<file path="src/hdl/usrx_params.svh">
// Offsets, field positions, reset values and timing counts of the receive block
// Assumes inclusion by bare name from the clock generator and top design modules
`ifndef USRX_PARAMS_SVH
`define USRX_PARAMS_SVH

`define USRX_OFF_RX_DATA 8'h00
`define USRX_OFF_CSR_A 8'h04
`define USRX_OFF_CSR_C 8'h08
`define USRX_OFF_BAUD 8'h0c
`define USRX_OFF_PIN_DIR 8'h10
`define USRX_OFF_IRQ_STAT 8'h14
`define USRX_OFF_IRQ_CLR 8'h18
`define USRX_OFF_IRQ_EN 8'h1c

`define USRX_A_RX_PEND 7
`define USRX_A_FE 4
`define USRX_A_DOR 3
`define USRX_A_U2X 1
`define USRX_A_RXB8 0

`define USRX_C_MSEL 6
`define USRX_C_NINE 1
`define USRX_C_RXEN 0

`define USRX_IRQ_RXC 0
`define USRX_IRQ_FE 1
`define USRX_IRQ_DOR 2
`define USRX_IRQ_W 3

`define USRX_RST_BAUD 12'h000
`define USRX_RST_IRQ_EN 3'h0

`define USRX_OSR_NORMAL 5'h10
`define USRX_OSR_DOUBLE 5'h08

`endif

</file>
<file path="src/hdl/usrx_pkg.sv">
// Types shared by the receive block modules
// Assumes usrx_params.svh is on the include path
package usrx_pkg;

    typedef enum logic [1:0] {
        USRX_CM_ASYNC  = 2'b00,
        USRX_CM_DOUBLE = 2'b01,
        USRX_CM_MASTER = 2'b11,
        USRX_CM_SLAVE  = 2'b10
    } usrx_clk_mode_type;

    typedef enum logic [1:0] {
        USRX_ST_IDLE  = 2'b00,
        USRX_ST_START = 2'b01,
        USRX_ST_DATA  = 2'b11,
        USRX_ST_STOP  = 2'b10
    } usrx_state_type;

    typedef struct packed {
        logic frame_err;
        logic overrun;
        logic ninth;
        logic [7:0] data;
    } usrx_entry_type;

    typedef struct packed {
        usrx_clk_mode_type mode;
        logic [11:0] baud;
        logic baud_wr;
    } usrx_clk_cfg_type;

endpackage

</file>
<file path="src/hdl/usrx_fifo.sv">
// Two-entry circular receive queue with registered head output
// Assumes push only when not full and pop only when not empty
`timescale 1ns/1ps
module usrx_fifo (
    // Clock and reset
    input wire logic pclk,
    input wire logic presetn,
    // Fill side
    input wire logic push,
    input wire usrx_pkg::usrx_entry_type din,
    output logic full,
    // Drain side
    input wire logic pop,
    output usrx_pkg::usrx_entry_type head_r,
    output logic empty
);
    usrx_pkg::usrx_entry_type mem_r [2];
    logic wr_ptr_r;
    logic rd_ptr_r;
    logic [1:0] count_r;
    logic rd_ptr_nxt;
    logic do_push;
    logic do_pop;

    assign full = (count_r == 2'h2);
    assign empty = (count_r == 2'h0);
    assign do_push = push && !full;
    assign do_pop = pop && !empty;
    assign rd_ptr_nxt = do_pop ? ~rd_ptr_r : rd_ptr_r;

    genvar i;
    generate
        for (i = 0; i < 2; i++) begin : g_ent
            always_ff @(posedge pclk or negedge presetn) begin
                if (!presetn) begin
                    mem_r[i] <= '0;
                end else if (do_push && (wr_ptr_r == 1'(i))) begin
                    mem_r[i] <= din;
                end
            end
        end
    endgenerate

    always_ff @(posedge pclk or negedge presetn) begin
        if (!presetn) begin
            wr_ptr_r <= 1'b0;
            rd_ptr_r <= 1'b0;
            count_r <= 2'h0;
        end else begin
            if (do_push) begin
                wr_ptr_r <= ~wr_ptr_r;
            end
            rd_ptr_r <= rd_ptr_nxt;
            count_r <= count_r + {1'b0, do_push} - {1'b0, do_pop};
        end
    end

    // Head follows the entry that the read pointer will point at
    always_ff @(posedge pclk or negedge presetn) begin
        if (!presetn) begin
            head_r <= '0;
        end else if (do_push && (wr_ptr_r == rd_ptr_nxt)) begin
            head_r <= din;
        end else begin
            head_r <= mem_r[rd_ptr_nxt];
        end
    end
endmodule

</file>
<file path="src/hdl/usrx_clkgen.sv">
// Baud down-counter, master transfer clock and slave clock synchroniser
// Assumes the transfer clock pin is asynchronous to pclk
`timescale 1ns/1ps
`include "usrx_params.svh"
module usrx_clkgen (
    // Clock and reset
    input wire logic pclk,
    input wire logic presetn,
    // Configuration
    input wire usrx_pkg::usrx_clk_cfg_type cfg,
    // Transfer clock pin
    input wire logic xfer_clk_pin_i,
    output logic xfer_clk_pin_o,
    output logic xfer_clk_pin_oe,
    // Timing to the receiver
    output logic base_tick,
    output logic sync_sample
);
    logic [11:0] cnt_r;
    logic xck_out_r;
    logic xck_s1_r;
    logic xck_s2_r;
    logic xck_s3_r;
    logic is_master;
    logic is_slave;

    assign is_master = (cfg.mode == usrx_pkg::USRX_CM_MASTER);
    assign is_slave = (cfg.mode == usrx_pkg::USRX_CM_SLAVE);
    assign base_tick = (cnt_r == 12'h000);

    always_ff @(posedge pclk or negedge presetn) begin
        if (!presetn) begin
            cnt_r <= `USRX_RST_BAUD;
        end else if (base_tick || cfg.baud_wr) begin
            cnt_r <= cfg.baud;
        end else begin
            cnt_r <= cnt_r - 12'h001;
        end
    end

    // Master clock is the base tick divided by two
    always_ff @(posedge pclk or negedge presetn) begin
        if (!presetn) begin
            xck_out_r <= 1'b0;
        end else if (!is_master) begin
            xck_out_r <= 1'b0;
        end else if (base_tick) begin
            xck_out_r <= ~xck_out_r;
        end
    end

    always_ff @(posedge pclk or negedge presetn) begin
        if (!presetn) begin
            xck_s1_r <= 1'b0;
            xck_s2_r <= 1'b0;
            xck_s3_r <= 1'b0;
        end else begin
            xck_s1_r <= xfer_clk_pin_i;
            xck_s2_r <= xck_s1_r;
            xck_s3_r <= xck_s2_r;
        end
    end

    assign xfer_clk_pin_o = xck_out_r;
    assign xfer_clk_pin_oe = is_master;
    // Data are sampled on the falling transfer clock edge
    always_comb begin
        if (is_master) begin
            sync_sample = base_tick && xck_out_r;
        end else if (is_slave) begin
            sync_sample = xck_s3_r && !xck_s2_r;
        end else begin
            sync_sample = 1'b0;
        end
    end
endmodule

</file>
<file path="src/hdl/usrx_top.sv">
// Receive buffering and clock-mode selection of a serial transceiver
// Assumes an APB master on pclk and a serial line asynchronous to pclk
`timescale 1ns/1ps
`include "usrx_params.svh"
module usrx_top (
    // Clock and reset
    input wire logic pclk,
    input wire logic presetn,
    // APB slave
    input wire logic psel,
    input wire logic penable,
    input wire logic pwrite,
    input wire logic [7:0] paddr,
    input wire logic [31:0] pwdata,
    output logic [31:0] prdata,
    output logic pready,
    output logic pslverr,
    // Serial line
    input wire logic rxd,
    // Transfer clock pin
    input wire logic xfer_clk_pin_i,
    output logic xfer_clk_pin_o,
    output logic xfer_clk_pin_oe,
    // Interrupt
    output logic irq
);
    logic rxd_s1_r;
    logic rxd_s2_r;
    logic double_speed_bit_r;
    logic sync_mode_select_r;
    logic nine_en_r;
    logic rx_en_r;
    logic [11:0] baud_r;
    logic xfer_clk_pin_dir_r;
    logic [`USRX_IRQ_W-1:0] irq_stat_r;
    logic [`USRX_IRQ_W-1:0] irq_en_r;
    logic [`USRX_IRQ_W-1:0] irq_evt;
    logic [`USRX_IRQ_W-1:0] irq_clr;
    usrx_pkg::usrx_state_type state_r;
    usrx_pkg::usrx_clk_mode_type mode;
    usrx_pkg::usrx_clk_cfg_type clk_cfg;
    usrx_pkg::usrx_entry_type hold_r;
    usrx_pkg::usrx_entry_type head_r;
    logic hold_valid_r;
    logic ovr_pend_r;
    logic [8:0] shift_r;
    logic [3:0] bit_idx_r;
    logic [4:0] cnt_r;
    logic [4:0] osr;
    logic is_sync;
    logic base_tick;
    logic sync_sample;
    logic wr_en;
    logic rd_en;
    logic pop;
    logic push;
    logic full;
    logic empty;
    logic start_seen;
    logic bit_strobe;
    logic frame_done;
    logic lose_held;
    logic [3:0] last_idx;
    logic [31:0] rd_mux;
    logic addr_ok;

    // Clock mode from the three selection bits
    always_comb begin
        if (sync_mode_select_r) begin
            mode = xfer_clk_pin_dir_r ? usrx_pkg::USRX_CM_MASTER
                                      : usrx_pkg::USRX_CM_SLAVE;
        end else begin
            mode = double_speed_bit_r ? usrx_pkg::USRX_CM_DOUBLE
                                      : usrx_pkg::USRX_CM_ASYNC;
        end
    end

    assign is_sync = sync_mode_select_r;
    assign osr = (mode == usrx_pkg::USRX_CM_DOUBLE) ? `USRX_OSR_DOUBLE
                                                    : `USRX_OSR_NORMAL;
    assign clk_cfg.mode = mode;
    assign clk_cfg.baud = baud_r;
    assign clk_cfg.baud_wr = wr_en && (paddr == `USRX_OFF_BAUD);

    usrx_clkgen u_clkgen (
        .pclk(pclk),
        .presetn(presetn),
        .cfg(clk_cfg),
        .xfer_clk_pin_i(xfer_clk_pin_i),
        .xfer_clk_pin_o(xfer_clk_pin_o),
        .xfer_clk_pin_oe(xfer_clk_pin_oe),
        .base_tick(base_tick),
        .sync_sample(sync_sample)
    );

    always_ff @(posedge pclk or negedge presetn) begin
        if (!presetn) begin
            rxd_s1_r <= 1'b1;
            rxd_s2_r <= 1'b1;
        end else begin
            rxd_s1_r <= rxd;
            rxd_s2_r <= rxd_s1_r;
        end
    end

    // APB access decode, zero wait states
    assign pready = 1'b1;
    assign wr_en = psel && penable && pwrite;
    assign rd_en = psel && penable && !pwrite;
    assign pop = rd_en && (paddr == `USRX_OFF_RX_DATA);

    always_comb begin
        rd_mux = 32'h0000_0000;
        addr_ok = 1'b1;
        case (paddr)
            `USRX_OFF_RX_DATA: rd_mux[7:0] = head_r.data;
            `USRX_OFF_CSR_A: begin
                rd_mux[`USRX_A_RX_PEND] = !empty;
                rd_mux[`USRX_A_FE] = head_r.frame_err;
                rd_mux[`USRX_A_DOR] = head_r.overrun;
                rd_mux[`USRX_A_U2X] = double_speed_bit_r;
                rd_mux[`USRX_A_RXB8] = head_r.ninth;
            end
            `USRX_OFF_CSR_C: begin
                rd_mux[`USRX_C_MSEL] = sync_mode_select_r;
                rd_mux[`USRX_C_NINE] = nine_en_r;
                rd_mux[`USRX_C_RXEN] = rx_en_r;
            end
            `USRX_OFF_BAUD: rd_mux[11:0] = baud_r;
            `USRX_OFF_PIN_DIR: rd_mux[0] = xfer_clk_pin_dir_r;
            `USRX_OFF_IRQ_STAT: rd_mux[`USRX_IRQ_W-1:0] = irq_stat_r;
            `USRX_OFF_IRQ_CLR: rd_mux = 32'h0000_0000;
            `USRX_OFF_IRQ_EN: rd_mux[`USRX_IRQ_W-1:0] = irq_en_r;
            default: addr_ok = 1'b0;
        endcase
    end

    assign prdata = rd_en ? rd_mux : 32'h0000_0000;
    assign pslverr = psel && penable && !addr_ok;

    always_ff @(posedge pclk or negedge presetn) begin
        if (!presetn) begin
            double_speed_bit_r <= 1'b0;
            sync_mode_select_r <= 1'b0;
            nine_en_r <= 1'b0;
            rx_en_r <= 1'b0;
            baud_r <= `USRX_RST_BAUD;
            xfer_clk_pin_dir_r <= 1'b0;
            irq_en_r <= `USRX_RST_IRQ_EN;
        end else if (wr_en) begin
            case (paddr)
                `USRX_OFF_CSR_A: double_speed_bit_r <= pwdata[`USRX_A_U2X];
                `USRX_OFF_CSR_C: begin
                    sync_mode_select_r <= pwdata[`USRX_C_MSEL];
                    nine_en_r <= pwdata[`USRX_C_NINE];
                    rx_en_r <= pwdata[`USRX_C_RXEN];
                end
                `USRX_OFF_BAUD: baud_r <= pwdata[11:0];
                `USRX_OFF_PIN_DIR: xfer_clk_pin_dir_r <= pwdata[0];
                `USRX_OFF_IRQ_EN: irq_en_r <= pwdata[`USRX_IRQ_W-1:0];
                default: ;
            endcase
        end
    end

    // Receiver bit timing
    assign start_seen = rx_en_r && (state_r == usrx_pkg::USRX_ST_IDLE) && !rxd_s2_r
        && (is_sync ? sync_sample : 1'b1);
    assign bit_strobe = is_sync ? sync_sample
        : (base_tick && (cnt_r == osr - 5'h01));
    assign last_idx = nine_en_r ? 4'h8 : 4'h7;
    assign frame_done = (state_r == usrx_pkg::USRX_ST_STOP) && bit_strobe;

    always_ff @(posedge pclk or negedge presetn) begin
        if (!presetn) begin
            state_r <= usrx_pkg::USRX_ST_IDLE;
            cnt_r <= 5'h00;
            bit_idx_r <= 4'h0;
            shift_r <= 9'h000;
        end else if (!rx_en_r) begin
            state_r <= usrx_pkg::USRX_ST_IDLE;
            cnt_r <= 5'h00;
        end else begin
            if (!is_sync && base_tick) begin
                cnt_r <= (cnt_r == osr - 5'h01) ? 5'h00 : cnt_r + 5'h01;
            end
            case (state_r)
                usrx_pkg::USRX_ST_IDLE: begin
                    bit_idx_r <= 4'h0;
                    if (start_seen) begin
                        cnt_r <= 5'h00;
                        state_r <= is_sync ? usrx_pkg::USRX_ST_DATA
                                           : usrx_pkg::USRX_ST_START;
                    end
                end
                usrx_pkg::USRX_ST_START: begin
                    // Confirm the start bit at its middle, then realign
                    if (base_tick && (cnt_r == (osr >> 1) - 5'h01)) begin
                        cnt_r <= 5'h00;
                        state_r <= rxd_s2_r ? usrx_pkg::USRX_ST_IDLE
                                            : usrx_pkg::USRX_ST_DATA;
                    end
                end
                usrx_pkg::USRX_ST_DATA: begin
                    if (bit_strobe) begin
                        shift_r[bit_idx_r] <= rxd_s2_r;
                        bit_idx_r <= bit_idx_r + 4'h1;
                        if (bit_idx_r == last_idx) begin
                            state_r <= usrx_pkg::USRX_ST_STOP;
                        end
                    end
                end
                usrx_pkg::USRX_ST_STOP: begin
                    if (bit_strobe) begin
                        state_r <= usrx_pkg::USRX_ST_IDLE;
                    end
                end
                default: state_r <= usrx_pkg::USRX_ST_IDLE;
            endcase
        end
    end

    // Third buffer level and overrun
    assign push = hold_valid_r && !full;
    assign lose_held = start_seen && hold_valid_r && full;

    always_ff @(posedge pclk or negedge presetn) begin
        if (!presetn) begin
            hold_valid_r <= 1'b0;
            hold_r <= '0;
            ovr_pend_r <= 1'b0;
        end else begin
            if (frame_done) begin
                hold_valid_r <= 1'b1;
                hold_r.data <= shift_r[7:0];
                hold_r.ninth <= nine_en_r && shift_r[8];
                hold_r.frame_err <= !rxd_s2_r;
                hold_r.overrun <= ovr_pend_r || lose_held;
                ovr_pend_r <= 1'b0;
            end else if (lose_held) begin
                hold_valid_r <= 1'b0;
                ovr_pend_r <= 1'b1;
            end else if (push) begin
                hold_valid_r <= 1'b0;
            end
        end
    end

    usrx_fifo u_fifo (
        .pclk(pclk),
        .presetn(presetn),
        .push(push),
        .din(hold_r),
        .full(full),
        .pop(pop),
        .head_r(head_r),
        .empty(empty)
    );

    // Sticky events, set wins over clear
    assign irq_evt[`USRX_IRQ_RXC] = push;
    assign irq_evt[`USRX_IRQ_FE] = push && hold_r.frame_err;
    assign irq_evt[`USRX_IRQ_DOR] = lose_held;
    assign irq_clr = (wr_en && (paddr == `USRX_OFF_IRQ_CLR))
        ? pwdata[`USRX_IRQ_W-1:0] : '0;

    always_ff @(posedge pclk or negedge presetn) begin
        if (!presetn) begin
            irq_stat_r <= '0;
        end else begin
            irq_stat_r <= (irq_stat_r & ~irq_clr) | irq_evt;
        end
    end

    assign irq = |(irq_stat_r & irq_en_r);
endmodule

</file>
<file path="config.mk">
export PLATFORM = sky130hd
export DESIGN_NAME = usrx_top
export DESIGN_NICKNAME = d
export VERILOG_FILES = /design/src/hdl/usrx_pkg.sv /design/src/hdl/usrx_fifo.sv /design/src/hdl/usrx_clkgen.sv /design/src/hdl/usrx_top.sv
export VERILOG_INCLUDE_DIRS = /design/src /design/src/hdl
export SDC_FILE = /design/constraint.sdc
export NUM_CORES = 1
export LEC_CHECK = 0
export BUFFER_PORTS_ARGS = -buffer_cell sky130_fd_sc_hd__buf_2
export CAP_MARGIN = 30
export CORE_ASPECT_RATIO = 1.75
export CORE_MARGIN = 4
export CORE_UTILIZATION = 35
export CTS_BUF_LIST = sky130_fd_sc_hd__clkbuf_2
export DETAILED_ROUTE_END_ITERATION = 10
export GPL_TIMING_DRIVEN = 0
export SLEW_MARGIN = 20
export SYNTH_ARGS = -nofsm -noshare
export SYNTH_HDL_FRONTEND = slang
export SYNTH_SLANG_ARGS = --single-unit
</file>
<file path="constraint.sdc">
create_clock -name pclk -period 4.4 [get_ports pclk]
set_clock_uncertainty 0.2 [all_clocks]
set_input_delay 0 -clock pclk [delete_from_list [all_inputs] [get_ports pclk]]
set_output_delay 0 -clock pclk [all_outputs]
set_load 0.01 [all_outputs]
</file>
; ---- Word-level counts from Yosys, hierarchy flattened
; Index checks and enable logic that the tools add are counted.
[op_classes]
n_addsub = 7
n_lt_le_gt_ge = 3
eq_ne = 25
n_mux = 53
n_bitwise = 8
reduce_logical = 53
[ops]
columns = operator, count
row1 = two-way mux 11 bit, 4
row2 = "equality test 8 x 5 -> 1 bit, second input constant", 4
row3 = two-way mux 5 bit, 6
row4 = logical AND 1 bit, 27
row5 = two-way mux 12 bit, 2
row6 = two-way mux 2 bit, 9
row7 = "equality test 8 x 4 -> 1 bit, second input constant", 2
row8 = two-way mux 1 bit, 16
row9 = "inequality test 3 bit, second input constant", 5
row10 = logical NOT 12 bit, 1
row11 = two-way mux 4 bit, 3
row12 = "subtractor 12 x 1 -> 12 bit, second input constant", 1
row13 = "equality test 2 bit, second input constant", 5
row14 = equality test 5 bit, 2
row15 = case mux 5 bit (2 select lines), 1
row16 = AND reduction 2 bit, 5
row17 = bitwise mux 9 bit, 1
row18 = "equality test 8 x 3 -> 1 bit, second input constant", 1
row19 = logical NOT 8 bit, 1
row20 = case mux 2 bit (4 select lines), 1
row21 = case mux 4 bit (2 select lines), 1
row22 = OR reduction 8 bit, 1
row23 = logical NOT 1 bit, 7
row24 = case mux 1 bit (7 select lines), 1
row25 = 33 further kinds, 42
[word_totals]
register_bits = 111
input_bits = 47
output_inout_bits = 37

; ---- Depth between registers and ports, before layout
[depth]
depth_word = 11
depth_mapped = 11

; ---- By module
; Synthesis repeated with hierarchy kept, for this count alone.
[unflattened]
cells_unflattened = 514
hier_area_um2 = 5863.1
[modules_own_cells]
columns = module, n_inst, cells_per_inst, area_each_um2
row1 = usrx_top, 1, 327, 3378.2
row2 = usrx_fifo, 1, 106, 1661.6
row3 = usrx_clkgen, 1, 81, 823.3

; ---- Least setup slack after synthesis
; No wires, ideal clock.
[synth_timing]
path_kind = reg-to-reg
from = register u_clkgen.cnt_r[5]
to = register cnt_r[2]
setup_ns = 0.135
arrival_time_ns = 2.083
path_slack_ns = 1.982
stages_incl_launch_ff = 7
path_buffers = 1
synth_period_minus_slack_ns = 2.418
cell_sequence = dfrtp_1 > nor4_4 > nand4_1 > clkbuf_1 > or4_1 > o221ai_1 > nor2_1
[synth_between]
elab_chain_len = 8
elab_cells_between_ends = 12
classes_between = 7 x mux / 5 x reduce/logical
[synth_lines]
columns = element, line
row1 = "start, declared", usrx_clkgen.sv:19  ; logic [11:0] cnt_r;
row2 = "start signal, assigned", usrx_clkgen.sv:33  ; cnt_r <= `USRX_RST_BAUD;
row3 = "start signal, assigned", usrx_clkgen.sv:35  ; cnt_r <= cfg.baud;
row4 = "start signal, assigned", usrx_clkgen.sv:37  ; cnt_r <= cnt_r - 12'h001;
row5 = logical NOT 12 bit (*), usrx_clkgen.sv:29  ; assign base_tick = (cnt_r == 12'h000);
row6 = logical AND 1 bit, usrx_clkgen.sv:69  ; sync_sample = base_tick && xck_out_r;
row7 = two-way mux 1 bit, usrx_clkgen.sv:68  ; if (is_master) begin
row8 = two-way mux 1 bit, usrx_top.sv:168  ; && (is_sync ? sync_sample : 1'b1);
row9 = logical AND 1 bit, usrx_top.sv:168
row10 = two-way mux 5 bit, usrx_top.sv:190  ; if (start_seen) begin
row11 = case mux 5 bit (2 select lines) (*), usrx_top.sv:187  ; case (state_r)
row12 = two-way mux 5 bit (*), usrx_top.sv:180  ; end else if (!rx_en_r) begin
row13 = "end signal, assigned", usrx_top.sv:185  ; cnt_r <= (cnt_r == osr - 5'h01) ? 5'h00 : cnt_r + 5'h01;
row14 = "end, declared", usrx_top.sv:48  ; logic [4:0] cnt_r;
; Every way passes the cells marked *; elsewhere a longest branch is shown, timed or not.
; A chain may end at the register's enable or synchronous reset.

; ---- Final worst setup path
[layout_timing]
from = input port paddr[7]
to = register irq_en_r[0]
[layout_between]
elab_chain_len = 2
[layout_lines]
columns = element, line
row1 = "start, declared", usrx_top.sv:13  ; input wire logic [7:0] paddr,
row2 = equality test 8 x 5 -> 1 bit, usrx_top.sv:151  ; case (paddr)
row3 = AND reduction 2 bit (no source line), -
row4 = "end signal, assigned", usrx_top.sv:149  ; irq_en_r <= `USRX_RST_IRQ_EN;
row5 = "end signal, assigned", usrx_top.sv:160  ; `USRX_OFF_IRQ_EN: irq_en_r <= pwdata[`USRX_IRQ_W-1:0];
row6 = "end, declared", usrx_top.sv:36  ; logic [`USRX_IRQ_W-1:0] irq_en_r;
; Every way passes these cells.

==> impl_metrics.yaml <==
floorplanning:
  die_w_um: 111
  die_h_um: 188
  die_area_um2: 20800
  initial_core_util_pct: 35.7
  io_pins: 84
  fp.coreArea_um2: 18100
  fp-row-count: 65
sta:
  post-route-min-period_ns: 3.91
  drv_slew: 0
  worst_pin_slew_ns: 0.771
  setup_violations: 0
  fin_crit_sh_pct: 88.9
  setup_ws_ns: 0.489
  rsz0062_at_grt: "false"
  fmax_ghz: 0.256
  fin_tns_setup_ns: 0
  final_hold_viol_count: 0
  slew_headroom_pct: 48.4
clock_network:
  htreeDepth: 3
  clockRootBuffer: "clkbuf_2"
  clockBufferDepth: 2
  cts_made_buffers: 9
  insertion_delay_ns: 0.65
  clk_pin_slew_ns: 0.33
  tritoncts: "yes"
  clock_sinks: 111
min_path:
  hold_start: "psel"
  min_delay_path_depth: 4
  hold_end: "pslverr"
  hold_path_class: "in -> out"
critical_path:
  r2r-start: "u_clkgen.cnt_r[2]$_DFF_PN0_"
  r2r_slack_ns: 1.40
  regToRegEndpoint: "cnt_r[4]$_DFF_PN0_"
  startpoint_type: "primary input"
  critical_path_class: "in -> reg"
  crit_required_ns: 4.80
  r2r_cells: 6
  arrival_ns: 4.31
  critPathMaxFanout: 3
  endpoint_kind: "flop"
layout:
  area_growth_pct: 20.4
  fin_nets: 861
  fill_cells: 1786
  final_common_cell: "dfrtp_1"
  postLayoutCellArea_um2: 7770
  ff_latch_area_um2: 2780
  final_cell_mix: "dfrtp_1, nand2_1, mux2_2, dlygate4sd3_1, buf_2"
  multi_input_area_um2: 3330
  drive_gt1_share_pct: 21.2
detailed_routing:
  drt-pass1-iter-count: 5
  wl_mm: 18.6
  ant_nets: 0
  vias: 5618
  first_iter_violations: 443
  drc_errors: 0
  via_per_inst: 5.38
  wl_per_cell_um: 17.8
flow_run:
  drv_cap: 0
global_routing:
  overflow: 0
  track_usage_pct: 17.8
  grt_pass1_vias: 5741
  grt_pass1_wl_mm: 29.7
  grt_max_degree: 57
  antenna_found_initial: 1
synth:
  synthFlopType: "dfrtp_1"
  ys_ff_latch: 111
  synthCells: 677
  syn_area_per_cell_um2: 9.53
  ys_seq_area_share_pct: 43.1
  syn_area_um2: 6450
  ys.warnings.count: 0
  synth.distinct_cells: 64
  async_reset_ff_share_pct: 100
  synth_edf_count: 0
power:
  ir_drop_v: 0.000141
  powerDensity_nw_per_um2: 255
  leakage_nw: 3.48
placement:
  gp_congestion: 0.905
  pre_cts_slack_ns: 1.32
  portBuffers: 41
  place_area_um2: 7060
  dp_hpwl_mm: 13.1
outcome:
  status: "complete, no violations"
## worst max path at each step
stage	end	startpoint	depth (start not counted)	slack (ns)
4_1_cts	irq_en_r[0]$_DFFE_PN0P_	paddr[5]	11	0.63
6_report	irq_en_r[0]$_DFFE_PN0P_	paddr[7]	11	0.49
5_1_grt	prdata[0]	paddr[4]	10	0.43
2_1_floorplan	cnt_r[2]$_DFF_PN0_	u_clkgen.cnt_r[5]$_DFF_PN0_	6	1.98
3_5_place_dp	cnt_r[4]$_DFF_PN0_	u_clkgen.cnt_r[2]$_DFF_PN0_	6	1.32
3_3_place_gp	cnt_r[4]$_DFF_PN0_	u_clkgen.cnt_r[5]$_DFF_PN0_	6	1.34
## cell families (layout without fill, tap and decap cells)
logic type	after synthesis	after routing	share of synthesized area [%]
and+or+nand+nor	257	257	21.4
AOI/OAI and AO/OA	129	129	12.8
DFF	111	111	43.1
buffers and inverters	81	195	6.40
muxes	69	69	11.9
xor gates and xnor gates	19	19	2.58
adders and majority gates	9	9	1.75
other	2	22	0.116
## power breakdown
group          total [mW]  internal (mW)  switching (mW)
Sequential           1.15           1.09          0.0670
Combinational       0.299          0.146           0.152
Clock               0.532          0.147           0.385
Total                1.98           1.38           0.604
## sequential cells by signal, summed over array words and instances (netlist names), 3 cells and up
name            count
u_clkgen.cnt_r     12
irq_stat_r          3
u_fifo.head_r      11
baud_r             12
bit_idx_r           4
u_fifo.mem_r       22
hold_r             11
irq_en_r            3
cnt_r               5
shift_r             9
## through the flow
step	cells	utilization (%)	total power [mW]	hold WS (ns)
floorplan	696	-	1.34	-0.496
global placement	971	38.9	1.42	-0.0952
detailed placement	972	39.1	1.43	-0.197
CTS	1044	43.0	2.00	0.139
finish	1045	43.0	1.98	0.154
global route	1045	43.0	2.08	0.122
## metal layers
metal | part of all wire [%] | up-vias | global-route usage (%)
met5 | 0 | - | 0
met3 | 4.1 | 65 | 2.03
met4 | 6.0 | 0 | 12.1
li1 | - | 2640 | -
met2 | 52 | 199 | 32.1
met1 | 37 | 2714 | 19.1
## cells in the mapped netlist (all sizes together), types with 7 or more instances
cell type	instances	share of area [%]
a21oi	34	3.2
a31oi	21	2.0
and3	8	0.78
buf	35	3.7
clkbuf	30	1.7
dfrtp	109	42
ha	9	1.7
inv	16	0.93
mux2	62	11
mux2i	7	1.1
nand2	93	5.4
nand3	14	1.1
nand3b	13	1.5
nor2	37	2.2
nor2b	17	1.6
nor3	11	0.85
nor4	18	2.0
nor4b	12	1.6
nor4bb	10	1.6
o21ai	40	3.1
xnor2	14	1.9
## worst max-delay path, stage by stage
cell and delay (ns):
dlygate4sd3_1 0.55, buf_2 0.16, nor3_1 0.54, dlygate4sd3_1 0.70
nand2_1 0.08, dlygate4sd3_1 0.59, nor2_1 0.13, dlygate4sd3_1 0.57
nand3_1 0.09, dlygate4sd3_1 0.64, mux2_2 0.28
## repair_timing
item,in CTS,in global routing
setup endpoints to repair,0,0
hold buffers,56,0
resized for setup,0,0
endpoints found under the hold margin,141,0
setup buffers,0,0
## final cells by class
class / instances / share of cell area, %
buffer: 65 / 4.54
timing repair buffer: 98 / 10.5
antenna: 1 / 0.0322
clock inverter: 7 / 1.11
tap: 234 / 3.77
multi-input combinational: 504 / 42.9
sequential: 111 / 35.8
clock buffer: 9 / 0.580
inverter: 16 / 0.773
(Power assumes the default switching activity.)
